**config.mk**
```make
export PLATFORM = sky130hd
export DESIGN_NAME = nthc_host_cmd_regs
export DESIGN_NICKNAME = d
export VERILOG_FILES = /design/src/logic/nthc_pkg.sv /design/src/logic/nthc_timer_if.sv /design/src/logic/nthc_host_cmd_regs.sv /design/src/logic/nthc_resp_timer.sv /design/src/logic/nthc_status_sel.sv
export SDC_FILE = /design/constraint.sdc
export NUM_CORES = 1
export LEC_CHECK = 0
export BUFFER_PORTS_ARGS = -buffer_cell sky130_fd_sc_hd__buf_2
export CORE_ASPECT_RATIO = 1.5
export CORE_MARGIN = 3
export CORE_UTILIZATION = 59
export CTS_BUF_LIST = sky130_fd_sc_hd__clkbuf_4 sky130_fd_sc_hd__clkbuf_8 sky130_fd_sc_hd__clkbuf_16
export CTS_CLUSTER_DIAMETER = 100
export CTS_CLUSTER_SIZE = 25
export DETAILED_ROUTE_END_ITERATION = 16
export PLACE_DENSITY = 0.95
export SETUP_SLACK_MARGIN = 0.3
export SLEW_MARGIN = 20
export SYNTH_ARGS = -nofsm -noshare
export SYNTH_HDL_FRONTEND = slang
export SYNTH_HIERARCHICAL = 1
export SYNTH_SLANG_ARGS = --single-unit
```
**constraint.sdc**
```tcl
create_clock -name sys_clk -period 7.4 [get_ports sys_clk]
set_input_delay 0 -clock sys_clk [delete_from_list [all_inputs] [get_ports sys_clk]]
set_output_delay 0 -clock sys_clk [all_outputs]
set_load 0.03 [all_outputs]
```
**src/logic/nthc_pkg.sv**
```systemverilog
package nthc_pkg;
    // register indexes; the byte address is four times the index
    localparam logic [15:0] IDX_CSW_LO = 16'hffda;
    localparam logic [15:0] IDX_CSW_HI = 16'hffdb;
    localparam logic [15:0] IDX_WTX_LO = 16'hffde;
    localparam logic [15:0] IDX_WTX_HI = 16'hffdf;
    localparam logic [15:0] IDX_BUF_LO = 16'hffe4;
    localparam logic [15:0] IDX_BUF_HI = 16'hffe5;
    localparam logic [15:0] IDX_OFF_LO = 16'hffe6;
    localparam logic [15:0] IDX_OFF_HI = 16'hffe7;
    localparam logic [15:0] IDX_LEN_LO = 16'hffe8;
    localparam logic [15:0] IDX_LEN_HI = 16'hffe9;
    localparam logic [15:0] IDX_HRESP_LO = 16'hffea;
    localparam logic [15:0] IDX_HRESP_HI = 16'hffeb;
    // byte slots of the register bank
    localparam int NUM_SLOTS = 10;
    localparam logic [3:0] SLOT_CSW_LO = 4'h0;
    localparam logic [3:0] SLOT_CSW_HI = 4'h1;
    localparam logic [3:0] SLOT_WTX_LO = 4'h2;
    localparam logic [3:0] SLOT_WTX_HI = 4'h3;
    localparam logic [3:0] SLOT_BUF_LO = 4'h4;
    localparam logic [3:0] SLOT_BUF_HI = 4'h5;
    localparam logic [3:0] SLOT_OFF_LO = 4'h6;
    localparam logic [3:0] SLOT_OFF_HI = 4'h7;
    localparam logic [3:0] SLOT_LEN_LO = 4'h8;
    localparam logic [3:0] SLOT_LEN_HI = 4'h9;
    // host response bits
    localparam int HR_WIDTH = 4;
    localparam int HR_SERVICED = 0;
    localparam int HR_FILE_EXISTS = 1;
    localparam int HR_CUSTOM = 2;
    localparam logic [3:0] HR_PAD = 4'h0;
    localparam logic [HR_WIDTH-1:0] HR_RESET = 4'h0;
    // reset values
    localparam logic [7:0] BYTE_ZERO = 8'h00;
    localparam logic [7:0] WTX_RESET = 8'h01;
    localparam logic [23:0] RD_PAD = 24'h000000;
    localparam logic [31:0] RD_ZERO = 32'h00000000;
    // predefined status words
    localparam logic [15:0] SW_DEFAULT_OK = 16'h9000;
    localparam logic [15:0] SW_DEFAULT_NOFILE = 16'h6a82;
    // forwarded reader commands
    typedef enum logic [1:0] {
        CMD_SELECT = 2'b00,
        CMD_READ = 2'b01,
        CMD_UPDATE = 2'b10
    } nthc_cmd_type;
    // command engine states
    typedef enum logic [1:0] {
        ST_IDLE = 2'b00,
        ST_WAIT_HOST = 2'b01,
        ST_WAIT_ACK = 2'b10
    } nthc_state_type;
endpackage : nthc_pkg

```
**src/logic/nthc_timer_if.sv**
```systemverilog
// response time-out control between engine and timer
interface nthc_timer_if #(parameter int CNT_W = 20);
    logic start; // clear and run the count
    logic stop; // halt the count
    logic [CNT_W-1:0] limit; // frame waiting time in cycles
    logic expired; // one-cycle pulse at time-out
    logic [CNT_W-1:0] elapsed; // cycles counted so far
    modport ctrl(output start, output stop, output limit,
        input expired, input elapsed);
    modport timer(input start, input stop, input limit,
        output expired, output elapsed);
endinterface : nthc_timer_if

```
**src/logic/nthc_host_cmd_regs.sv**
```systemverilog
module nthc_host_cmd_regs
    import nthc_pkg::*;
#(
    parameter int CNT_W = 20
) (
    // clock and reset
    input wire logic sys_clk,
    input wire logic sys_rst,
    // avalon-mm slave, word addressed by register index
    input wire logic [15:0] avsAddress,
    input wire logic avsRead,
    input wire logic avsWrite,
    input wire logic [3:0] avsByteenable,
    input wire logic [31:0] avsWritedata,
    output logic [31:0] avsReaddata,
    output logic avsWaitrequest,
    // forwarded reader command
    input wire logic cmdValid,
    input wire logic [1:0] cmdType,
    input wire logic [15:0] cmdLength,
    input wire logic [15:0] cmdOffset,
    input wire logic [15:0] cmdBufStart,
    input wire logic [CNT_W-1:0] frameWaitCycles,
    // wait extension toward the reader
    input wire logic wtxAck,
    output logic wtxValid,
    output logic [7:0] wtxByte,
    // reply toward the reader
    output logic rspValid,
    output logic [15:0] rspStatus,
    output logic [15:0] rspBufStart,
    output logic busy
);

    // maps an index onto {hit, slot}
    function automatic logic [4:0] decode_slot(input logic [15:0] a);
        logic [4:0] r;
        r = 5'h00;
        case (a)
            IDX_CSW_LO: r = {1'b1, SLOT_CSW_LO};
            IDX_CSW_HI: r = {1'b1, SLOT_CSW_HI};
            IDX_WTX_LO: r = {1'b1, SLOT_WTX_LO};
            IDX_WTX_HI: r = {1'b1, SLOT_WTX_HI};
            IDX_BUF_LO: r = {1'b1, SLOT_BUF_LO};
            IDX_BUF_HI: r = {1'b1, SLOT_BUF_HI};
            IDX_OFF_LO: r = {1'b1, SLOT_OFF_LO};
            IDX_OFF_HI: r = {1'b1, SLOT_OFF_HI};
            IDX_LEN_LO: r = {1'b1, SLOT_LEN_LO};
            IDX_LEN_HI: r = {1'b1, SLOT_LEN_HI};
            default: r = 5'h00;
        endcase
        return r;
    endfunction : decode_slot

    // reset value of each byte slot
    function automatic logic [7:0] slot_reset(input int s);
        return (s == int'(SLOT_WTX_LO)) ? WTX_RESET : BYTE_ZERO;
    endfunction : slot_reset

    // register state
    logic [7:0] bankReg [NUM_SLOTS]; // byte-wide register bank
    logic [7:0] bankNext [NUM_SLOTS];
    logic [NUM_SLOTS-1:0][7:0] hwData; // device-side load values
    logic [HR_WIDTH-1:0] hrespReg; // host response bits
    logic [HR_WIDTH-1:0] hrespNext;
    logic waitReg; // waitrequest flop
    logic [31:0] readReg; // read data flop
    nthc_state_type stateReg; // engine state
    nthc_state_type stateNext;
    logic [1:0] cmdTypeReg; // type of the pending command
    logic wtxValidReg;
    logic [7:0] wtxByteReg;
    logic rspValidReg;
    logic [15:0] rspStatusReg;
    logic [15:0] rspBufReg;
    logic busyReg;
    logic [15:0] swSel; // status word chosen for the reply
    logic [NUM_SLOTS-1:0] hwLoad; // device-side load per slot

    // timer link
    nthc_timer_if #(.CNT_W(CNT_W)) tif ();

    // bus decode
    wire busReq = avsRead || avsWrite;
    wire [4:0] dec = decode_slot(avsAddress);
    wire slotHit = dec[4];
    wire [3:0] slotIdx = dec[3:0];
    wire hrespHit = (avsAddress == IDX_HRESP_LO);
    // write lands at the edge where waitrequest is seen low
    wire wrEn = avsWrite && !waitReg && avsByteenable[0];
    wire [7:0] wrByte = avsWritedata[7:0];
    wire [7:0] slotRd = bankReg[slotIdx];
    wire [7:0] rdByte = slotHit ? slotRd :
                        hrespHit ? {HR_PAD, hrespReg} : BYTE_ZERO;

    // engine decode
    wire isIdle = (stateReg == ST_IDLE);
    wire isWaitHost = (stateReg == ST_WAIT_HOST);
    wire isWaitAck = (stateReg == ST_WAIT_ACK);
    wire cmdTake = cmdValid && isIdle;
    wire isUpdate = (cmdType == CMD_UPDATE);
    wire serviced = hrespReg[HR_SERVICED];
    wire svcTake = isWaitHost && serviced;
    wire wtxFire = isWaitHost && !serviced && tif.expired;
    wire ackTake = isWaitAck && wtxAck;
    wire hrWrite = wrEn && hrespHit;

    // device-side loads of length, offset and buffer start
    assign hwLoad[SLOT_WTX_HI:SLOT_CSW_LO] = '0; // host-only slots
    assign hwLoad[SLOT_BUF_LO] = cmdTake && isUpdate;
    assign hwLoad[SLOT_BUF_HI] = cmdTake && isUpdate;
    assign hwLoad[SLOT_OFF_LO] = cmdTake;
    assign hwLoad[SLOT_OFF_HI] = cmdTake;
    assign hwLoad[SLOT_LEN_LO] = cmdTake;
    assign hwLoad[SLOT_LEN_HI] = cmdTake;
    assign hwData[SLOT_WTX_HI:SLOT_CSW_LO] = '0; // never loaded
    assign hwData[SLOT_BUF_LO] = cmdBufStart[7:0];
    assign hwData[SLOT_BUF_HI] = cmdBufStart[15:8];
    assign hwData[SLOT_OFF_LO] = cmdOffset[7:0];
    assign hwData[SLOT_OFF_HI] = cmdOffset[15:8];
    assign hwData[SLOT_LEN_LO] = cmdLength[7:0];
    assign hwData[SLOT_LEN_HI] = cmdLength[15:8];

    // one byte flop per slot; a device load wins over a bus write
    generate
        for (genvar g = 0; g < NUM_SLOTS; g++) begin : g_slot
            wire busHit = wrEn && slotHit && (slotIdx == 4'(g));
            assign bankNext[g] = hwLoad[g] ? hwData[g] :
                                 busHit ? wrByte : bankReg[g];
            always_ff @(posedge sys_clk or posedge sys_rst) begin
                if (sys_rst) begin
                    bankReg[g] <= slot_reset(g);
                end else begin
                    bankReg[g] <= bankNext[g];
                end
            end
        end
    endgenerate

    // host response: host write wins over the device clearing serviced
    always_comb begin
        hrespNext = hrespReg;
        if (hrWrite) begin
            hrespNext = wrByte[HR_WIDTH-1:0];
        end else if (svcTake) begin
            hrespNext[HR_SERVICED] = 1'b0;
        end
    end

    // host response flop
    always_ff @(posedge sys_clk or posedge sys_rst) begin
        if (sys_rst) begin
            hrespReg <= HR_RESET;
        end else begin
            hrespReg <= hrespNext;
        end
    end

    // bus handshake: waitrequest drops for one cycle per request
    always_ff @(posedge sys_clk or posedge sys_rst) begin
        if (sys_rst) begin
            waitReg <= 1'b1;
            readReg <= RD_ZERO;
        end else if (busReq && waitReg) begin
            waitReg <= 1'b0;
            readReg <= {RD_PAD, rdByte};
        end else begin
            waitReg <= 1'b1;
        end
    end

    // engine next state
    always_comb begin
        stateNext = stateReg;
        case (stateReg)
            ST_IDLE: stateNext = cmdValid ? ST_WAIT_HOST : ST_IDLE;
            ST_WAIT_HOST: begin
                if (serviced) begin
                    stateNext = ST_IDLE;
                end else if (tif.expired) begin
                    stateNext = ST_WAIT_ACK;
                end
            end
            ST_WAIT_ACK: stateNext = wtxAck ? ST_WAIT_HOST : ST_WAIT_ACK;
            default: stateNext = ST_IDLE;
        endcase
    end

    // time-out runs from the command and again after each acknowledge
    assign tif.start = cmdTake || ackTake;
    assign tif.stop = svcTake;
    assign tif.limit = frameWaitCycles;

    // response time-out counter
    nthc_resp_timer #(.CNT_W(CNT_W)) u_timer (
        .sys_clk(sys_clk),
        .sys_rst(sys_rst),
        .tif(tif.timer)
    );

    // status word selection
    nthc_status_sel u_status (
        .cmdType(cmdTypeReg),
        .useCustom(hrespReg[HR_CUSTOM]),
        .fileExists(hrespReg[HR_FILE_EXISTS]),
        .customHi(bankReg[SLOT_CSW_HI]),
        .customLo(bankReg[SLOT_CSW_LO]),
        .statusWord(swSel)
    );

    // engine state and pending command type
    always_ff @(posedge sys_clk or posedge sys_rst) begin
        if (sys_rst) begin
            stateReg <= ST_IDLE;
            cmdTypeReg <= CMD_SELECT;
        end else begin
            stateReg <= stateNext;
            cmdTypeReg <= cmdTake ? cmdType : cmdTypeReg;
        end
    end

    // wait extension request toward the reader
    always_ff @(posedge sys_clk or posedge sys_rst) begin
        if (sys_rst) begin
            wtxValidReg <= 1'b0;
            wtxByteReg <= WTX_RESET;
        end else begin
            wtxValidReg <= wtxFire;
            if (wtxFire) begin
                wtxByteReg <= bankReg[SLOT_WTX_LO];
            end
        end
    end

    // reply toward the reader once the host has serviced the request
    always_ff @(posedge sys_clk or posedge sys_rst) begin
        if (sys_rst) begin
            rspValidReg <= 1'b0;
            rspStatusReg <= {BYTE_ZERO, BYTE_ZERO};
            rspBufReg <= {BYTE_ZERO, BYTE_ZERO};
            busyReg <= 1'b0;
        end else begin
            rspValidReg <= svcTake;
            if (svcTake) begin
                rspStatusReg <= swSel;
                rspBufReg <= {bankReg[SLOT_BUF_HI],
                              bankReg[SLOT_BUF_LO]};
            end
            busyReg <= (stateNext != ST_IDLE);
        end
    end

    // outputs straight from flops
    assign avsReaddata = readReg;
    assign avsWaitrequest = waitReg;
    assign wtxValid = wtxValidReg;
    assign wtxByte = wtxByteReg;
    assign rspValid = rspValidReg;
    assign rspStatus = rspStatusReg;
    assign rspBufStart = rspBufReg;
    assign busy = busyReg;
endmodule : nthc_host_cmd_regs

```
**src/logic/nthc_resp_timer.sv**
```systemverilog
// frame waiting time counter
module nthc_resp_timer
    import nthc_pkg::*;
#(
    parameter int CNT_W = 20
) (
    // clock and reset
    input wire logic sys_clk,
    input wire logic sys_rst,
    // control from the engine
    nthc_timer_if.timer tif
);

    logic [CNT_W-1:0] countReg; // elapsed cycles
    logic runReg; // count is live
    logic expiredReg; // time-out pulse
    wire [CNT_W-1:0] countInc = countReg + 1'b1;
    wire hitLimit = (countInc >= tif.limit); // last counted cycle

    // count while running, pulse and halt at the limit
    always_ff @(posedge sys_clk or posedge sys_rst) begin
        if (sys_rst) begin
            countReg <= '0;
            runReg <= 1'b0;
            expiredReg <= 1'b0;
        end else if (tif.start) begin
            countReg <= '0;
            runReg <= 1'b1;
            expiredReg <= 1'b0;
        end else if (tif.stop || !runReg) begin
            runReg <= 1'b0;
            expiredReg <= 1'b0;
        end else begin
            countReg <= countInc;
            runReg <= !hitLimit;
            expiredReg <= hitLimit;
        end
    end

    assign tif.expired = expiredReg;
    assign tif.elapsed = countReg;
endmodule : nthc_resp_timer

```
**src/logic/nthc_status_sel.sv**
```systemverilog
// status word chosen for the reply to the reader
module nthc_status_sel
    import nthc_pkg::*;
(
    // command and host choices
    input wire logic [1:0] cmdType,
    input wire logic useCustom,
    input wire logic fileExists,
    // custom word from the register bank
    input wire logic [7:0] customHi,
    input wire logic [7:0] customLo,
    // selected word
    output logic [15:0] statusWord
);

    // predefined word: a select of a missing file fails
    wire selMissing = (cmdType == CMD_SELECT) && !fileExists;
    wire [15:0] defaultWord = selMissing ? SW_DEFAULT_NOFILE
                                         : SW_DEFAULT_OK;
    // first byte from the upper half, second from the lower
    wire [15:0] customWord = {customHi, customLo};
    assign statusWord = useCustom ? customWord : defaultWord;
endmodule : nthc_status_sel

```
==> metrics.yaml <==
sta:
  hold_violations: 0
  slew_viol_final: 0
  fin_tns_setup_ns: 0
  slew_headroom_pct: 27.1
  fin_crit_sh_pct: 50.1
  tightest_slew_ns: 1.07
  finalSetupViolations: 0
  fin_crit_ns: 3.70
  fmax_mhz: 270
  hold_slack_ns: 0.0258
  rsz0062_at_grt: "false"
  fin_skew_ns: 0.0139
final_layout:
  final_common_cell: "dfrtp_1"
  final_cell_mix: "159 x dfrtp_1, 152 x buf_2, 147 x nand2_1"
  nets: 1255
  n_fill_cell: 965
  multi_input_area_mm2: 0.00447
  final_util_pct: 73.5
  ff_latch_area_mm2: 0.00406
  drive_gt1_share_pct: 24.0
  syn2layout_area_growth_pct: 21.4
die:
  die-area_mm2: 0.0166
  core_area_mm2: 0.0147
  num_rows: 54
  die_width_um: 106
  pin_count: 204
  initial_core_util_pct: 60.6
  die_h_um: 156
global_route:
  grt_overflow: 0
  grt_max_degree: 72
  grt_pass1_vias: 8137
  grt_use_total_pct: 34.1
  antenna_found_initial: 2
  grt_pass1_wl_um: 43700
cts:
  ctsResizeCount: 0
  cts_hold_buffers: 51
  htree_levels: 4
  post_cts_buffers: 0
  cts.reportedPaths.clkPinSlew_ns: 0.07
  cts_tree: "done"
  insertion_delay_ns: 0.43
  clock_path_buffers: 2
  cts_buffers: 17
  cts-root-buf: "clkbuf_16"
  clock-sinks: 162
critical_path:
  critPathLaunchType: "flip-flop"
  crit_family: "compound AO/OA/AOI/OAI gates"
  worstPathCellList: "ha_1 > nand3_2 > nor3_4 > and3_2 > nand3_1 > xnor2_1 > ha_1 > nand4_1 > a211oi_1 > a2111oi_0 > a31o_2"
  slowest_delay_ns: 0.93
  worstSetupPathDepth: 11
  critPathBufInv: 0
  crit_top_cell: "ha_1"
  crit_type: "flip-flop to flip-flop"
  crit_path_top_delay_cell: "a2111oi_0"
  critPathCaptureType: "flip-flop"
  rr_worst_depth: 11
  worstPathRequired_ns: 7.77
  arrival_ns: 4.07
  worstPathMaxFanout: 7
power_and_ir_drop:
  p_int_mw: 1.73
  powerDensity_mw_per_mm2: 241
  power.leakage_nw: 5.39
  vdd_drop_max_mv: 0.200
  p_sw_share_pct: 33.4
  pwr-share-comb_pct: 22.0
  switchingPower_mw: 0.868
  p_seq_share_pct: 45.4
  pwr-share-clk_pct: 32.5
yosys:
  avgSynthCellArea_um2: 9.69
  synth_warnings: 6
  netlist_area_mm2: 0.00888
  yosysSeqAreaShare_pct: 45.7
  synthCells: 917
  yosysUniqueCellTypes: 78
  synth_edf_count: 0
  ys_ff_latch: 162
  synth_flop_cell: "dfrtp_1"
  synth_async_sr_flop_share_pct: 100
detailed_routing:
  post_drt_via_cell_ratio: 6.26
  first_pass_iters: 9
  drcViolationCount: 0
  wl_um: 27900
  drt_iter0_drc: 853
  routedWlPerCell_um: 21.2
  antenna_left: 0
  num_vias: 8244
place:
  dp_hpwl_um: 18400
  gp_congestion: 1.00
  portBuffers: 152
status:
  outcome: "completed"
min_path:
  hp-class: "input pin to flip-flop"
  holdPathStages: 3
job:
  cap_violations: 0
==> worst min-delay path: stages <==
cell and delay, ns:
buf_2 0.08, a21oi_1 0.08, o21ai_0 0.24
==> per-stage QoR <==
step / std cells / total power [mW] / cell area, µm² / worst slack, ns
global placement: 1232 / 1.67 / 9690 / 4.05
floorplan: 940 / 1.53 / 8970 / 3.65
detailed placement: 1232 / 1.70 / 9690 / 3.81
global route: 1316 / 2.71 / 10800 / 3.61
finish: 1317 / 2.60 / 10800 / 3.70
CTS: 1315 / 2.55 / 10800 / 3.82
==> cells by family after synthesis <==
| family | Yosys count | synth area share (%) |
|---|---|---|
| flip-flops | 162 | 45.7 |
| AND/OR/NAND/NOR | 332 | 19.0 |
| XOR/XNOR | 34 | 3.35 |
| adder cells (fa/ha/maj) | 21 | 2.96 |
| buffers and inverters | 94 | 5.27 |
| AO/OA/AOI/OAI | 186 | 13.2 |
| multiplexers | 87 | 10.5 |
| other | 1 | 0.0422 |
==> routing by layer <==
layer / up-vias / share of wire, % / global-route usage, %
li1: 3571 / - / -
met1: 3869 / 34 / 39.3
met2: 624 / 48 / 56.5
met3: 178 / 9.7 / 8.30
met4: 2 / 7.9 / 22.0
met5: - / 0.047 / 0
==> sequential cells by signal (all words and copies together), names as in the netlist, 2 cells and up <==
signal               cells
wtxByte                  8
rspBufStart             16
u_timer/tif.elapsed     20
cmdTypeReg               2
rspStatus               16
avsReaddata              8
stateReg                 2
hrespReg                 4
bankReg                 80
==> final timing paths <==
path,slack [ns],startpoint,end
worst max-delay path,3.70,u_timer/tif.elapsed[0]$_DFFE_PP0P_,u_timer/runReg$_DFF_PP0_
worst min-delay path,0.03,cmdLength[7],bankReg[15]$_DFFE_PP0P_
worst max register to register,3.70,u_timer/tif.elapsed[0]$_DFFE_PP0P_,u_timer/runReg$_DFF_PP0_
worst min register to register,0.47,rspStatus[5]$_DFFE_PP0P_,rspStatus[5]$_DFFE_PP0P_
max in group asynchronous,5.86,sys_rst,bankReg[40]$_DFFE_PP0P_
min in group asynchronous,0.20,sys_rst,stateReg[0]$_DFF_PP0_
==> synthesized netlist by cell type (4+ instances only) <==
master    instances  area [µm²]
a211o_1           4        35.0
a211oi_1          9        67.6
a21o_1            8        60.1
a21oi_1          74         370
a221oi_1          4        35.0
a31oi_1           5        31.3
and2_1           13        81.3
and3_1            9        56.3
buf_1             6        22.5
buf_2             5        25.0
buf_4            25         188
clkbuf_1         24        90.1
dfrtp_1         159        3980
ha_1             21         263
inv_1            32         120
mux2_2           47         529
mux2i_1          40         400
nand2_1         147         552
nand2b_1          6        37.5
nand3_1          13        65.1
nand3b_1          4        30.0
nand4_1          16         100
nor2_1           60         225
nor2b_1           8        50.1
nor3_1           10        50.1
nor3_4            5        81.3
nor4_1            6        37.5
o211ai_1          5        37.5
o21a_1            7        52.6
o21ai_0          32         160
o21ai_1           8        40.0
or2_2             5        31.3
or4_1             4        30.0
xnor2_1          19         166
xor2_1           15         131
==> final cells by class <==
cell class	instances	share of cell area (%)
multi-input cells	684	41.5
flip-flops and latches	162	37.6
repair buffers	209	12.2
clock buffers	20	4.27
well taps	196	2.27
inverters	32	1.16
clock inverters	12	0.929
diodes	2	0.0464
==> power groups by stage <==
stage | combinational [mW] | sequential (mW) | clock [mW]
final | 0.573 | 1.18 | 0.845
after global routing | 0.634 | 1.19 | 0.885
after CTS | 0.548 | 1.17 | 0.839
after detailed placement | 0.519 | 1.18 | 0
after global placement | 0.493 | 1.17 | 0
after floorplan | 0.383 | 1.15 | 0
No activity file was read; power rests on OpenSTA's default activity.
